==> src/rtl/lsos_pkg.sv <==
package lsos_pkg;
	localparam int CLK_HZ = 125_000_000; // System clock rate
	localparam int NCH = 8; // Channel count
	localparam logic [7:0] ON_RST = 8'h00; // On bits after reset
	localparam logic [15:0] FLT_RST = 16'h0000; // Faults after reset
	localparam logic [7:0] CFG_RST = 8'h00; // Control after reset
	localparam int CFG_TEN = 7; // Timer enable bit position
	localparam int CFG_DUTY_HI = 6; // Duty field top
	localparam int CFG_DUTY_LO = 4; // Duty field bottom
	localparam int CFG_TIME_HI = 3; // Time field top
	localparam int CFG_TIME_LO = 0; // Time field bottom
	localparam int FLT_OC_LO = 8; // Overcurrent flags start
	localparam int FLT_OL_LO = 0; // Open-load flags start
	localparam int PWM_HZ = 25_000; // Chopping frequency
	localparam int PWM_CYC = CLK_HZ / PWM_HZ; // Cycles per PWM period
	localparam int SLOT_CYC = PWM_CYC / 8; // Cycles per eighth
	localparam int MS_CYC = CLK_HZ / 1000; // Cycles per millisecond
	localparam logic [8:0] ENER_MS [16] = '{9'd0, 9'd3, 9'd5, 9'd10,
		9'd15, 9'd20, 9'd30, 9'd50, 9'd80, 9'd110, 9'd140, 9'd170,
		9'd200, 9'd230, 9'd260, 9'd300}; // Energize times in ms
	typedef enum logic [1:0] {LSOS_IDLE, LSOS_ENER, LSOS_CHOP,
		LSOS_HOLD} lsos_state_t;
endpackage

==> src/rtl/lsos_channel.sv <==
`timescale 1ns/1ps
`default_nettype none
// One output channel: energize phase, chopping phase, hold
module lsos_channel
	import lsos_pkg::*;
(
	input wire logic clk_sys, // System clock
	input wire logic rst_b, // Async reset, active low
	input wire logic ms_tick, // One pulse per millisecond
	input wire logic [2:0] pwm_slot, // Current eighth of PWM period
	input wire logic on_bit, // Channel on bit
	input wire logic [7:0] cfg, // Control register
	input wire logic pwm_start, // PWM start command strobe
	output logic drive // Channel gate drive
);
	lsos_state_t state_r; // Channel phase
	logic on_d_r; // Delayed on bit for edge detect
	logic [8:0] ms_left_r; // Energize milliseconds remaining
	logic [2:0] duty; // Chop duty code
	logic [3:0] tcode; // Energize time code
	logic expired; // Energize time has run out

	assign duty = cfg[CFG_DUTY_HI:CFG_DUTY_LO];
	assign tcode = cfg[CFG_TIME_HI:CFG_TIME_LO];
	assign expired = (ms_left_r == 9'h000);

	// Phase sequencing per channel
	always_ff @(posedge clk_sys or negedge rst_b) begin
		if (!rst_b) begin
			state_r <= LSOS_IDLE;
			on_d_r <= 1'b0;
			ms_left_r <= 9'h000;
		end else begin
			on_d_r <= on_bit;
			if (!on_bit) begin
				state_r <= LSOS_IDLE;
			end else if (!on_d_r) begin
				ms_left_r <= ENER_MS[tcode];
				if (cfg[CFG_TEN] && tcode == 4'h0)
					state_r <= LSOS_CHOP;
				else
					state_r <= LSOS_ENER;
			end else begin
				case (state_r)
					LSOS_ENER: begin
						if (cfg[CFG_TEN]) begin
							if (pwm_start && !expired)
								state_r <= LSOS_CHOP;
							else if (expired)
								state_r <= LSOS_HOLD;
							else if (ms_tick)
								ms_left_r <= ms_left_r - 9'h001;
						end
					end
					LSOS_HOLD: begin
						if (!cfg[CFG_TEN])
							state_r <= LSOS_ENER;
					end
					default: begin
					end
				endcase
			end
		end
	end

	// Gate drive from phase
	always_comb begin
		case (state_r)
			LSOS_IDLE: drive = 1'b0;
			LSOS_CHOP: drive = cfg[CFG_TEN] ? (pwm_slot < duty) : 1'b1;
			LSOS_HOLD: drive = (duty != 3'h0) ? (pwm_slot < duty) : 1'b0;
			default: drive = 1'b1;
		endcase
	end
endmodule
`default_nettype wire

==> src/rtl/lsos_sequencer.sv <==
`timescale 1ns/1ps
`default_nettype none
// Eight-channel low-side output sequencer with fault register
module lsos_sequencer
	import lsos_pkg::*;
#(
	parameter bit HAS_OPEN_LOAD = 1'b1 // Open-load detection present
)
(
	input wire logic clk_sys, // System clock
	input wire logic rst_b, // Async reset, active low
	input wire logic data_wr, // Ordinary write strobe
	input wire logic [7:0] data_in, // Word shifted in
	input wire logic cfg_wr, // Write-control command strobe
	input wire logic cfg_rd, // Read-control command strobe
	input wire logic data_rd, // Data readback command strobe
	input wire logic fault_clr, // Fault reset command strobe
	input wire logic pwm_start, // PWM start command strobe
	input wire logic [7:0] oc_det, // Overcurrent detect per channel
	input wire logic [7:0] ol_det, // Open-load detect per channel
	input wire logic thermal_shutdown, // Die overtemperature
	output logic [7:0] chan_out, // Channel gate drives
	output logic fault_alarm_n, // Fault alarm, active low
	output logic [15:0] fault_flags, // Fault register view
	output logic [7:0] shift_load, // Word for serial shifter
	output logic shift_load_vld // Shifter load pulse
);
	logic [7:0] channel_on_bits_r; // Channel on bits
	logic [15:0] channel_fault_flags_r; // Fault flags
	logic [15:0] fault_nxt; // Next fault flags
	logic [7:0] drive_timing_config_r; // Control register
	logic [$clog2(SLOT_CYC)-1:0] slot_cnt_r; // Cycles in eighth
	logic [2:0] pwm_slot_r; // Eighth of PWM period
	logic [$clog2(MS_CYC)-1:0] ms_cnt_r; // Cycles in millisecond
	logic ms_tick_r; // Millisecond enable pulse
	logic [7:0] drive; // Raw channel drives

	// Channel on bits, written by ordinary writes
	always_ff @(posedge clk_sys or negedge rst_b) begin
		if (!rst_b)
			channel_on_bits_r <= ON_RST;
		else if (data_wr)
			channel_on_bits_r <= data_in;
	end

	// Control register, only via write-control command
	always_ff @(posedge clk_sys or negedge rst_b) begin
		if (!rst_b)
			drive_timing_config_r <= CFG_RST;
		else if (cfg_wr)
			drive_timing_config_r <= data_in;
	end

	// Fault flags: clears first, then detections win
	always_comb begin
		fault_nxt = channel_fault_flags_r;
		if (fault_clr)
			fault_nxt = 16'h0000;
		if (data_wr) begin
			fault_nxt[FLT_OL_LO +: 8] = fault_nxt[FLT_OL_LO +: 8]
				& ~data_in;
			fault_nxt[FLT_OC_LO +: 8] = fault_nxt[FLT_OC_LO +: 8]
				& data_in;
		end
		fault_nxt[FLT_OC_LO +: 8] = fault_nxt[FLT_OC_LO +: 8] | oc_det;
		if (HAS_OPEN_LOAD)
			fault_nxt[FLT_OL_LO +: 8] = fault_nxt[FLT_OL_LO +: 8]
				| ol_det;
	end

	// Fault register update
	always_ff @(posedge clk_sys or negedge rst_b) begin
		if (!rst_b)
			channel_fault_flags_r <= FLT_RST;
		else
			channel_fault_flags_r <= fault_nxt;
	end

	// Millisecond divider
	always_ff @(posedge clk_sys or negedge rst_b) begin
		if (!rst_b) begin
			ms_cnt_r <= '0;
			ms_tick_r <= 1'b0;
		end else begin
			ms_tick_r <= (ms_cnt_r == ($clog2(MS_CYC))'(MS_CYC - 1));
			if (ms_cnt_r == ($clog2(MS_CYC))'(MS_CYC - 1))
				ms_cnt_r <= '0;
			else
				ms_cnt_r <= ms_cnt_r + 1'b1;
		end
	end

	// PWM eighth-slot divider
	always_ff @(posedge clk_sys or negedge rst_b) begin
		if (!rst_b) begin
			slot_cnt_r <= '0;
			pwm_slot_r <= 3'h0;
		end else if (slot_cnt_r == ($clog2(SLOT_CYC))'(SLOT_CYC - 1)) begin
			slot_cnt_r <= '0;
			pwm_slot_r <= pwm_slot_r + 3'h1;
		end else begin
			slot_cnt_r <= slot_cnt_r + 1'b1;
		end
	end

	// One sequencer per channel
	for (genvar i = 0; i < NCH; i++) begin : g_ch
		lsos_channel u_ch (
			.clk_sys(clk_sys),
			.rst_b(rst_b),
			.ms_tick(ms_tick_r),
			.pwm_slot(pwm_slot_r),
			.on_bit(channel_on_bits_r[i]),
			.cfg(drive_timing_config_r),
			.pwm_start(pwm_start),
			.drive(drive[i])
		);
	end

	// Registered outputs, thermal shutdown gates drives
	always_ff @(posedge clk_sys or negedge rst_b) begin
		if (!rst_b) begin
			chan_out <= 8'h00;
			fault_alarm_n <= 1'b1;
			fault_flags <= 16'h0000;
		end else begin
			chan_out <= thermal_shutdown ? 8'h00 : drive;
			fault_alarm_n <= ~(|fault_nxt);
			fault_flags <= fault_nxt;
		end
	end

	// Readback loads for the serial shifter
	always_ff @(posedge clk_sys or negedge rst_b) begin
		if (!rst_b) begin
			shift_load <= 8'h00;
			shift_load_vld <= 1'b0;
		end else begin
			shift_load_vld <= data_rd | cfg_rd;
			if (data_rd)
				shift_load <= channel_on_bits_r;
			else if (cfg_rd)
				shift_load <= drive_timing_config_r;
		end
	end

	// Assertions
	AST_TSD_OFF: assert property (@(posedge clk_sys) disable iff (!rst_b)
		thermal_shutdown |=> chan_out == 8'h00)
		else $error("output on during shutdown");
	AST_ALARM: assert property (@(posedge clk_sys) disable iff (!rst_b)
		|oc_det |=> !fault_alarm_n)
		else $error("alarm not raised");
	AST_OC_SET: assert property (@(posedge clk_sys) disable iff (!rst_b)
		oc_det[0] |=> channel_fault_flags_r[FLT_OC_LO])
		else $error("overcurrent flag not set");
	AST_CLR: assert property (@(posedge clk_sys) disable iff (!rst_b)
		fault_clr && !(|oc_det) && !(|ol_det) |=> channel_fault_flags_r == 16'h0)
		else $error("fault reset failed");
	AST_NO_OL: assert property (@(posedge clk_sys) disable iff (!rst_b)
		!HAS_OPEN_LOAD |-> channel_fault_flags_r[7:0] == 8'h00)
		else $error("open-load flag in variant");
	AST_DATA_RB: assert property (@(posedge clk_sys) disable iff (!rst_b)
		data_rd |=> shift_load_vld && shift_load == $past(channel_on_bits_r))
		else $error("readback wrong");
	AST_CFG_HOLD: assert property (@(posedge clk_sys) disable iff (!rst_b)
		!cfg_wr |=> $stable(drive_timing_config_r))
		else $error("control changed without command");
	AST_FULL_ON: assert property (@(posedge clk_sys) disable iff (!rst_b)
		!drive_timing_config_r[CFG_TEN] && channel_on_bits_r[0] && !data_wr
		##1 !drive_timing_config_r[CFG_TEN] && !thermal_shutdown
		|=> chan_out[0])
		else $error("channel not fully on");
	AST_OC_OFF_CLR: assert property (@(posedge clk_sys) disable iff (!rst_b)
		data_wr && !data_in[0] && !oc_det[0] |=> !channel_fault_flags_r[FLT_OC_LO])
		else $error("overcurrent flag not cleared");
	COV_PWM: cover property (@(posedge clk_sys) disable iff (!rst_b)
		pwm_start && drive_timing_config_r[CFG_TEN]);
	COV_TSD: cover property (@(posedge clk_sys) disable iff (!rst_b)
		thermal_shutdown ##1 !thermal_shutdown);
	COV_FAULT: cover property (@(posedge clk_sys) disable iff (!rst_b)
		!fault_alarm_n ##1 fault_clr);
endmodule
`default_nettype wire

==> config.mk <==
export PLATFORM = sky130hd
export DESIGN_NAME = lsos_sequencer
export DESIGN_NICKNAME = d
export VERILOG_FILES = /design/src/rtl/lsos_pkg.sv /design/src/rtl/lsos_channel.sv /design/src/rtl/lsos_sequencer.sv
export SDC_FILE = /design/constraint.sdc
export NUM_CORES = 1
export LEC_CHECK = 0
export BUFFER_PORTS_ARGS = -buffer_cell sky130_fd_sc_hd__buf_2
export CORE_ASPECT_RATIO = 0.75
export CORE_MARGIN = 4
export CORE_UTILIZATION = 23
export CTS_BUF_LIST = sky130_fd_sc_hd__clkbuf_2 sky130_fd_sc_hd__clkbuf_4 sky130_fd_sc_hd__clkbuf_8
export CTS_CLUSTER_SIZE = 14
export DETAILED_ROUTE_END_ITERATION = 6
export PLACE_DENSITY_LB_ADDON = 0.25
export SYNTH_ARGS = -nofsm -noshare
export SYNTH_HDL_FRONTEND = slang
export SYNTH_SLANG_ARGS = --single-unit
export TNS_END_PERCENT = 20
==> constraint.sdc <==
create_clock -name clk_sys -period 3.26 [get_ports clk_sys]
set_input_delay 0.489 -clock clk_sys [delete_from_list [all_inputs] [get_ports clk_sys]]
set_output_delay 0.489 -clock clk_sys [all_outputs]
set_load 0.02 [all_outputs]
==> results.md, run 1 <==
Pwr:
- For this design the ratio of total power to cell area is 564 nW/um^2.
- The maximum VDD drop is 0.203 mV.
- The design draws 6.23 mW.
- The leakage power total is 4.57 nW.

Clock tree:
- The total of cells resized after clock tree synthesis is 0.
- The number of buffers added to fix hold violations after cts is 0.
- The number of sinks driven by the clock tree is 177.
- The tree is rooted in a sky130_fd_sc_hd__clkbuf_8.
- The maximum root-to-sink buffer count is 2.
- TritonCTS built the clock tree.
- The buffers inserted during post-CTS setup optimization is 0.
- The clock transition at the registers of the reported paths is 0.09 ns.
- The number of levels the H-tree was split into is 4.
- For the worst-skew pair, the clock arrives at the later sink with an insertion delay of 0.49 ns.
- The number of buffers added by the clock tree synthesis step is 17.

Cells and area:
- The number of fill cells in the layout is 4459.
- The diode insertion count for antenna repair is 0.
- Relative to the synthesized area, the layout overhead comes to 14.8%.
- In the final layout, the share of cells above drive strength 1 is 15.3%.
- The finished layout holds 1668 standard cells, fillers aside.
- Registers take 4430 um^2.
- The library cell used most frequently in the layout, excluding fill and tap cells, is sky130_fd_sc_hd__dfrtp_1.
- The multi-input combinational cell area is 4820 um^2.
- At the end of the flow, the number of nets in the layout was 1150.
- Leaving out fill and tap cells, the most frequent cells in the layout are sky130_fd_sc_hd__dfrtp_1 (176), sky130_fd_sc_hd__nand2_1 (100), sky130_fd_sc_hd__nor2_1 (74).

Drt:
- The violation count after the first detailed-route iteration is 585.
- For this run, design rule violations remaining after detail routing come to 0.
- After detailed routing, the number of vias per cell comes to 4.84.
- The post-route antenna net violation count is 0.
- The routed wire length is 28.9 mm.
- The total via count in the routed design is 8069.
- The average routed wire per standard cell is 17.3 um.
- For this run, the detailed router's first-pass iteration total came to 5.

Timing:
- Measured against its own limit, the worst slew margin works out to 35.6%.
- The slew at the pin with the worst max-slew slack is 0.941 ns.
- The final hold slack is 0.0134 ns.
- The number of pins with negative max-slew slack in the final report is 0.
- The minimum setup slack in the final design is 0.787 ns.
- Adding up every negative setup slack in the final design gives 0 ns.
- The final count of hold timing violations is 0.
- The setup clock skew after layout is 0.00985 ns.
- The final number of setup-violating endpoints is 0.
- After layout, the worst path uses 75.9% of the clock period.
- The time the final worst path needs with I/O delays and setup is 2.47 ns.
- Timing would allow up to 404 MHz.
- Setup repair after global routing left no endpoint under its margin.

Synth:
- The number of nets handed over by synthesis was 1092.
- Among all flip-flop cells after synthesis, the most frequent one is sky130_fd_sc_hd__dfrtp_1.
- Synthesis instantiated 77 different standard cells from the library.
- The flop and latch count out of synthesis is 177.
- Counting flops with a built-in enable in the synthesized netlist gives 0.
- For this run, the number of Yosys warnings is 0.
- The number of instances in the synthesized netlist is 1037.
- In this run the biggest area consumer among cell types represents 45.8% of the synthesized area.
- After synthesis the cells add up to 9620 um^2.
- Of the synthesized area, sequential elements account for 46.1%.
- The average instance in the mapped netlist occupies 9.27 um^2.
- After synthesis, the cell types taking the most area are sky130_fd_sc_hd__dfrtp_1 (46%), sky130_fd_sc_hd__nand2_1 (3.9%), sky130_fd_sc_hd__a21oi_1 (3.5%).
- The largest area contributor in the synthesized netlist is sky130_fd_sc_hd__dfrtp_1.
- Of all flip-flops after synthesis, the portion carrying an async set or reset was 100%.

Global routing:
- The global routing usage summed across all routing layers is 13.0%.
- The number of antenna violations at the first check in global routing was 1.
- The total congestion overflow is 0.
- The pin count of the biggest net entering global routing is 75.
- The first global-routing pass estimated 46.0 mm of wire.
- The number of global-route vias before repair is 7729.

Placement:
- During placement, the flow inserted port buffers numbering 66.
- After legalization and detailed placement, the total HPWL measured 20.5 mm.
- Counting tap cells, the placed design contains a total of 1637 instances.
- The weighted congestion at the end of routability-driven global placement is 0.793.
- Timing analysis after detailed placement gives a worst setup slack of 0.786 ns.

Floorplanning:
- The die covers 45200 um^2.
- The die width is 244 um.
- The initial utilization of the core area, before any placement, comes to 23.5%.
- For this design the top-level I/O count stands at 67.
- The core footprint is 41000 um^2.
- From bottom edge to top edge, the die measures 185 um.
- The total number of placement rows is 64.

Worst setup path:
- Measured in cells, the most critical reg-to-reg path has a length of 7.
- The maximum fanout along the worst path is 9.
- The worst flop-to-flop path endpoint is g_ch[6].u_ch.state_r[0]$_DFFE_PN0P_.
- The critical setup path kind is register to register.
- The data required time at the worst endpoint is 3.64 ns.
- The arrival time at the worst endpoint is 2.85 ns.
- The startpoint of the worst-slack reg-to-reg timing path is drive_timing_config_r[0]$_DFFE_PN0P_.
- Across all register-to-register paths, the minimum setup slack is 0.79 ns.
- The startpoint class of the critical path is a register.
- STA classifies the critical path endpoint as a register.

Flow run:
- Max-cap violations in this run came to 0.

Hold path:
- The path class of the tightest hold or removal check is input pin to asynchronous set/reset pin.

Run status:
- The flow ran to the end, and the final reports show no timing, DRC or antenna violations.
per-stage QoR:
| stage | util [%] | cell area, um^2 |
|---|---|---|
| after floorplan | - | 9620 |
| after global placement | 26.0 | 10700 |
| after detailed placement | 26.0 | 10700 |
| after CTS | 26.9 | 11000 |
| after global routing | 26.9 | 11000 |
| final | 26.9 | 11000 |
report_power, final:
| group | switching [mW] | total (mW) | internal (mW) |
|---|---|---|---|
| Sequential | 0.530 | 3.08 | 2.55 |
| Clock | 0.840 | 1.57 | 0.731 |
| Combinational | 0.882 | 1.58 | 0.696 |
area by class of cell:
cell class,count,area share (%)
timing repair buffer,89,4.86
inverter,45,1.53
sequential,177,40.1
multi-input combinational,765,43.6
tap,561,6.36
clock buffer,21,2.50
clock inverter,10,0.997
cells in the mapped netlist, drive strengths merged (7+ instances only):
master  number
a21oi       68
a221oi       9
a311oi       7
a31o        16
a31oi       12
and2         9
clkbuf      45
dfrtp      176
ha          22
inv         45
mux2        10
mux2i       23
nand2      100
nand2b      27
nand3       32
nand4       11
nor2        75
nor2b       10
nor3        36
nor4        13
nor4b       10
o21ai       78
o22ai       40
o311ai       7
o31ai       12
or2         11
or3         14
xnor2       20
xor2        21
worst max-delay path, cell delays in order (launching register included):
cell and delay, ns:
sky130_fd_sc_hd__dfrtp_1 0.51, sky130_fd_sc_hd__inv_1 0.20, sky130_fd_sc_hd__ha_1 0.21, sky130_fd_sc_hd__nor3b_1 0.45
sky130_fd_sc_hd__nand2_1 0.37, sky130_fd_sc_hd__o21ai_0 0.26, sky130_fd_sc_hd__a41oi_1 0.07, sky130_fd_sc_hd__mux2_4 0.30
flip-flops by register name, indices dropped and copies added, names as in the netlist:
name,count
shift_load,8
shift_load_vld,1
fault_alarm_n,1
drive_timing_config_r,8
g_ch.u_ch.on_d_r,8
chan_out,8
g_ch.u_ch.state_r,16
pwm_slot_r,3
ms_cnt_r,17
ms_tick_r,1
g_ch.u_ch.ms_left_r,72
fault_flags,16
slot_cnt_r,10
channel_on_bits_r,8
cells by family after synthesis:
group	count (synthesis)	synth area share, %
adders and majority gates	22	2.86
DFF	177	46.1
AOI/OAI and AO/OA	291	19.7
buffers and inverters	95	3.84
xor gates and xnor gates	41	3.73
muxes	33	3.60
and+or+nand+nor	378	20.2
metal layers:
layer | wire length [um] | vias up | GRT usage (%)
met2 | 11200 | 199 | 17.3
met1 | 15700 | 3944 | 20.5
met4 | 317 | 0 | 2.64
li1 | - | 3904 | -
met3 | 1660 | 22 | 3.69
met5 | 0 | - | 0
how the worst max path moves through the flow:
stage / startpoint / endpoint / slack, ns / depth (start not counted)
after detailed placement: drive_timing_config_r[0]$_DFFE_PN0P_ / g_ch[6].u_ch.state_r[0]$_DFFE_PN0P_ / 0.79 / 7
after floorplan: g_ch[6].u_ch.ms_left_r[0]$_DFFE_PN0P_ / g_ch[6].u_ch.state_r[0]$_DFFE_PN0P_ / 1.05 / 8
final: drive_timing_config_r[0]$_DFFE_PN0P_ / g_ch[6].u_ch.state_r[0]$_DFFE_PN0P_ / 0.79 / 7
after global placement: pwm_start / g_ch[0].u_ch.ms_left_r[3]$_DFFE_PN0P_ / 0.82 / 6
after global routing: drive_timing_config_r[1]$_DFFE_PN0P_ / g_ch[1].u_ch.state_r[0]$_DFFE_PN0P_ / 0.57 / 7
after CTS: drive_timing_config_r[0]$_DFFE_PN0P_ / g_ch[6].u_ch.state_r[0]$_DFFE_PN0P_ / 0.77 / 7
Power figures use the tool's default switching activity.
==> run 2, diff against run 1 <==
Settings changed: ABC_AREA from default to 1.
Clock period 3.26 ns to 2.4 ns, I/O delays scaled along.
==> run 2 against run 1 <==
Effect of this change:
- first-iteration DRC count up 38%
- worst hold slack better by 0.030 ns
- worst setup slack worse by 0.37 ns
- clock-buffer cell count down 4
- critical endpoint is now chan_out[7]$_DFF_PN0_
- largest cell class unchanged
- highest routed layer unchanged
==> results.md, run 2 <==
Timing:
- The minimum setup slack in the final design came to 0.414 ns (was 0.787 ns).
- Setup repair after global routing missed its margin: false (unchanged).
- The setup clock skew after layout came to 0.0199 ns (was 0.00985 ns).
- The upper clock frequency limit was 503 MHz (was 404 MHz).
- The final period utilization is 82.8% (was 75.9%).
- The number of pins with negative max-slew slack in the final report is 0 (unchanged).
- The final number of setup-violating endpoints is 0 (unchanged).
- The final count of hold timing violations is 0 (unchanged).
- The slew at the pin with the worst max-slew slack is 0.624 ns (was 0.941 ns).
- The headroom to the max-slew limit is 58.3% (was 35.6%).
- The sum of negative setup slack came to 0 ns (unchanged).
- The final hold slack came to 0.0435 ns (was 0.0134 ns).
- The time the final worst path needs with I/O delays and setup was 1.99 ns (was 2.47 ns).

Synth:
- The count of cell types in the netlist is 37 (was 77).
- The dominant synthesized flop cell is sky130_fd_sc_hd__dfrtp_1 (unchanged).
- The count of flip-flops with a built-in enable after synthesis is 0 (unchanged).
- The proportion of register bits with asynchronous set or reset after synthesis came to 100% (unchanged).
- The mean post-synth cell area is 7.00 um^2 (was 9.27 um^2).
- The post-synthesis compound-gate area fraction is 9.39% (was 19.7%).
- The largest area contributor in the synthesized netlist is sky130_fd_sc_hd__dfrtp_1 (unchanged).
- The flop and latch count out of synthesis is 177 (unchanged).
- The area share of fa/ha/maj cells after synthesis is 2.56% (was 2.86%).
- Most frequent cells after synthesis: sky130_fd_sc_hd__nand2_1 (529), sky130_fd_sc_hd__inv_1 (190), sky130_fd_sc_hd__nand3_1 (188) (was sky130_fd_sc_hd__dfrtp_1 (176), sky130_fd_sc_hd__nand2_1 (100), sky130_fd_sc_hd__nor2_1 (74)).
- The simple logic cell fraction of the synthesized area is 37.4% (was 20.2%).
- The portion of the post-synthesis area used by sequential elements is 41.2% (was 46.1%).
- The synthesis warning total is 0 (unchanged).
- The number of instances in the synthesized netlist is 1535 (was 1037).
- The dominant combinational cell family by area after synthesis is simple AND/OR/NAND/NOR gates (unchanged).
- The netlist area before placement was 10700 um^2 (was 9620 um^2).
- The share of synthesized area spent on multiplexers is 0% (was 3.60%).
- The share of the synthesized netlist area taken by xor and xnor gates was 1.06% (was 3.73%).
- The most frequent cell after synthesis is sky130_fd_sc_hd__nand2_1 (was sky130_fd_sc_hd__dfrtp_1).
- Top post-synthesis cells by area: sky130_fd_sc_hd__dfrtp_1 (41%), sky130_fd_sc_hd__nand2_1 (18%), sky130_fd_sc_hd__nand3_1 (8.8%) (was sky130_fd_sc_hd__dfrtp_1 (46%), sky130_fd_sc_hd__nand2_1 (3.9%), sky130_fd_sc_hd__a21oi_1 (3.5%)).
- The net count of the mapped netlist is 1590 (was 1092).
- The area share of the leading cell type in the synthesized netlist is 41.0% (was 45.8%).

Floorplanning:
- The die width is 258 um (was 244 um).
- The count of boundary I/O pins is 67 (unchanged).
- The total number of placement rows is 68 (was 64).
- The area of the die is 50300 um^2 (was 45200 um^2).
- The die height is 195 um (was 185 um).
- The core footprint is 46100 um^2 (was 41000 um^2).
- The effective utilization at floorplan came to 23.3% (was 23.5%).

Drt:
- The vias per cell is 4.46 (was 4.84).
- The total via count in the routed design is 10087 (was 8069).
- The post-route antenna net violation count is 0 (unchanged).
- The routed wire length is 34.0 mm (was 28.9 mm).
- The violation count after the first detailed-route iteration is 806 (was 585).
- The residual DRC count is 0 (unchanged).
- The average routed wire per standard cell is 15.0 um (was 17.3 um).
- The number of optimization iterations in the first detailed-route pass is 6 (was 5).

Placement:
- The worst setup timing slack at the placement stage is 0.461 ns (was 0.786 ns).
- The count of buffers inserted at the top-level ports is 66 (unchanged).
- The number of placed instances, taps included came to 2220 (was 1637).
- The placed wire-length estimate came to 24.2 mm (was 20.5 mm).
- The weighted congestion at the end of routability-driven global placement is 0.846 (was 0.793).

Worst setup path:
- The data required time at the worst endpoint was 2.81 ns (was 3.64 ns).
- The path depth of the worst reg2reg path is 7 (unchanged).
- The arrival time at the worst endpoint is 2.40 ns (was 2.85 ns).
- The endpoint kind of the worst setup timing path is a register (unchanged).
- The startpoint class of the critical path is a register (unchanged).
- The maximum fanout along the worst path was 8 (was 9).
- The critical setup path kind is register to register (unchanged).

Run status:
- Run status: finished clean (unchanged).

Clock tree:
- The number of sinks driven by the clock tree came to 177 (unchanged).
- The cell chosen for the clock root is sky130_fd_sc_hd__clkbuf_8 (unchanged).
- The clock tree from TritonCTS is built (unchanged).
- The total of cells resized after clock tree synthesis is 0 (unchanged).
- The number of buffers added by the clock tree synthesis step was 17 (unchanged).
- The buffers inserted during post-CTS setup optimization is 0 (unchanged).
- The number of levels the H-tree was split into is 4 (unchanged).
- The maximum root-to-sink buffer count was 2 (unchanged).
- The clock transition at the registers of the reported paths is 0.12 ns (was 0.09 ns).
- The clock insertion delay at the later pin of the skew report came to 0.51 ns (was 0.49 ns).
- The number of buffers added to fix hold violations after cts is 9 (was 0).

Cells and area:
- The leading cell type in the layout, fill and taps excluded is sky130_fd_sc_hd__nand2_1 (was sky130_fd_sc_hd__dfrtp_1).
- The flip-flop count of the largest register, all copies and words added was 72 (unchanged).
- Most used cells in the layout excluding fill and tap cells: sky130_fd_sc_hd__nand2_1 (529), sky130_fd_sc_hd__inv_1 (190), sky130_fd_sc_hd__nand3_1 (188) (was sky130_fd_sc_hd__dfrtp_1 (176), sky130_fd_sc_hd__nand2_1 (100), sky130_fd_sc_hd__nor2_1 (74)).
- Registers with the highest flip-flop counts: g_ch.u_ch.ms_left_r (72), ms_cnt_r (17) (unchanged).
- The fraction of final layout cells sized beyond drive strength 1 is 10.9% (was 15.3%).
- The number of fill cells in the layout came to 5232 (was 4459).
- The area added between synthesis and finish came to 15.1% (was 14.8%).
- The post-layout instance count excluding filler cells was 2261 (was 1668).
- The register name with the most flops is g_ch.u_ch.ms_left_r (unchanged).
- The diode insertion count for antenna repair is 0 (unchanged).
- The net count of the finished layout is 1673 (was 1150).

Global routing:
- The total congestion overflow is 0 (unchanged).
- The global-route wire length before repair is 54.1 mm (was 46.0 mm).
- The number of antenna violations at the first check in global routing is 2 (was 1).
- The number of global-route vias before repair is 9344 (was 7729).
- The pin count of the biggest net entering global routing is 61 (was 75).
- The global routing usage summed across all routing layers is 13.5% (was 13.0%).

Pwr:
- The proportion of power drawn by the clock network is 23.1% (was 25.2%).
- The power spent charging and discharging nets is 4.10 mW (was 2.25 mW).
- The power density over the cells is 776 nW/um^2 (was 564 nW/um^2).
- The leakage power total is 6.28 nW (was 4.57 nW).
- The combinational power share is 34.8% (was 25.3%).
- The part of the power in registers is 42.1% (was 49.5%).
- The internal cell power was 5.50 mW (was 3.98 mW).
- The fraction of power spent switching nets came to 42.7% (was 36.2%).
- The maximum VDD drop is 0.339 mV (was 0.203 mV).

Hold path:
- The path class of the lowest-slack min-delay path is input pin to register (was input pin to asynchronous set/reset pin).
- The worst hold path stage count is 3.

Flow run:
- The max-cap check violation count was 0 (unchanged).
-- run 2: cell families after synthesis --
| logic type | count (synthesis) |
|---|---|
| fa+ha+maj | 22 |
| flops | 177 |
| buf+inv | 226 |
| compound gates | 188 |
| xor+xnor | 13 |
| simple gates | 909 |
-- run 2: cell type report --
type | instances | area [um^2] | area share, %
clock buffers | 17 | 234 | 1.89
clock inverters | 15 | 159 | 1.28
inverters | 197 | 742 | 6.00
repair buffers | 93 | 602 | 4.86
flip-flops and latches | 177 | 4430 | 35.8
well taps | 630 | 788 | 6.37
multi-input cells | 1132 | 5420 | 43.8
-- run 2: power by group through the flow --
| stage | clock, mW | combinational, mW | sequential [mW] |
|---|---|---|---|
| 2_1_floorplan | 0 | 2.44 | 3.99 |
| 3_3_place_gp | 0 | 3.27 | 4.09 |
| 3_5_place_dp | 0 | 3.32 | 4.09 |
| 4_1_cts | 2.32 | 3.35 | 4.04 |
| 5_1_grt | 2.44 | 3.87 | 4.14 |
| 6_report | 2.22 | 3.34 | 4.04 |
-- run 2: critical path, stage by stage (launching register included) --
cell and delay [ns]:
sky130_fd_sc_hd__dfrtp_1 0.37, sky130_fd_sc_hd__inv_1 0.12, sky130_fd_sc_hd__ha_1 0.26, sky130_fd_sc_hd__a21oi_1 0.19, sky130_fd_sc_hd__nand3_1 0.49, sky130_fd_sc_hd__nand2_1 0.19, sky130_fd_sc_hd__nand2_1 0.06, sky130_fd_sc_hd__nor2_1 0.20
-- run 2: final timing paths --
path	startpoint	end	slack, ns
max	drive_timing_config_r[6]$_DFFE_PN0P_	chan_out[7]$_DFF_PN0_	0.41
min	ol_det[1]	fault_flags[1]$_DFF_PN0_	0.04
max reg2reg	drive_timing_config_r[6]$_DFFE_PN0P_	chan_out[7]$_DFF_PN0_	0.41
min reg2reg	pwm_slot_r[2]$_DFFE_PN0N_	pwm_slot_r[2]$_DFFE_PN0N_	0.49
max in group asynchronous	rst_b	fault_alarm_n$_DFF_PN1_	1.35
min in group asynchronous	rst_b	g_ch[7].u_ch.ms_left_r[8]$_DFFE_PN0P_	0.35
-- run 2: stage by stage --
| step | utilization (%) | power, mW | instance area [um^2] |
|---|---|---|---|
| finish | 26.8 | 9.60 | 12400 |
| global route | 26.8 | 10.4 | 12400 |
| CTS | 26.8 | 9.71 | 12400 |
| detailed placement | 25.8 | 7.42 | 11900 |
| global placement | 25.8 | 7.36 | 11900 |
| floorplan | - | 6.43 | 10700 |
-- run 2: layer usage --
layer | track usage (%) | routed length [um] | vias up
li1 | - | - | 5077
met1 | 21.5 | 18400 | 4748
met2 | 18.8 | 13500 | 242
met3 | 2.53 | 1780 | 20
met4 | 2.81 | 338 | 0
met5 | 0 | 0 | -
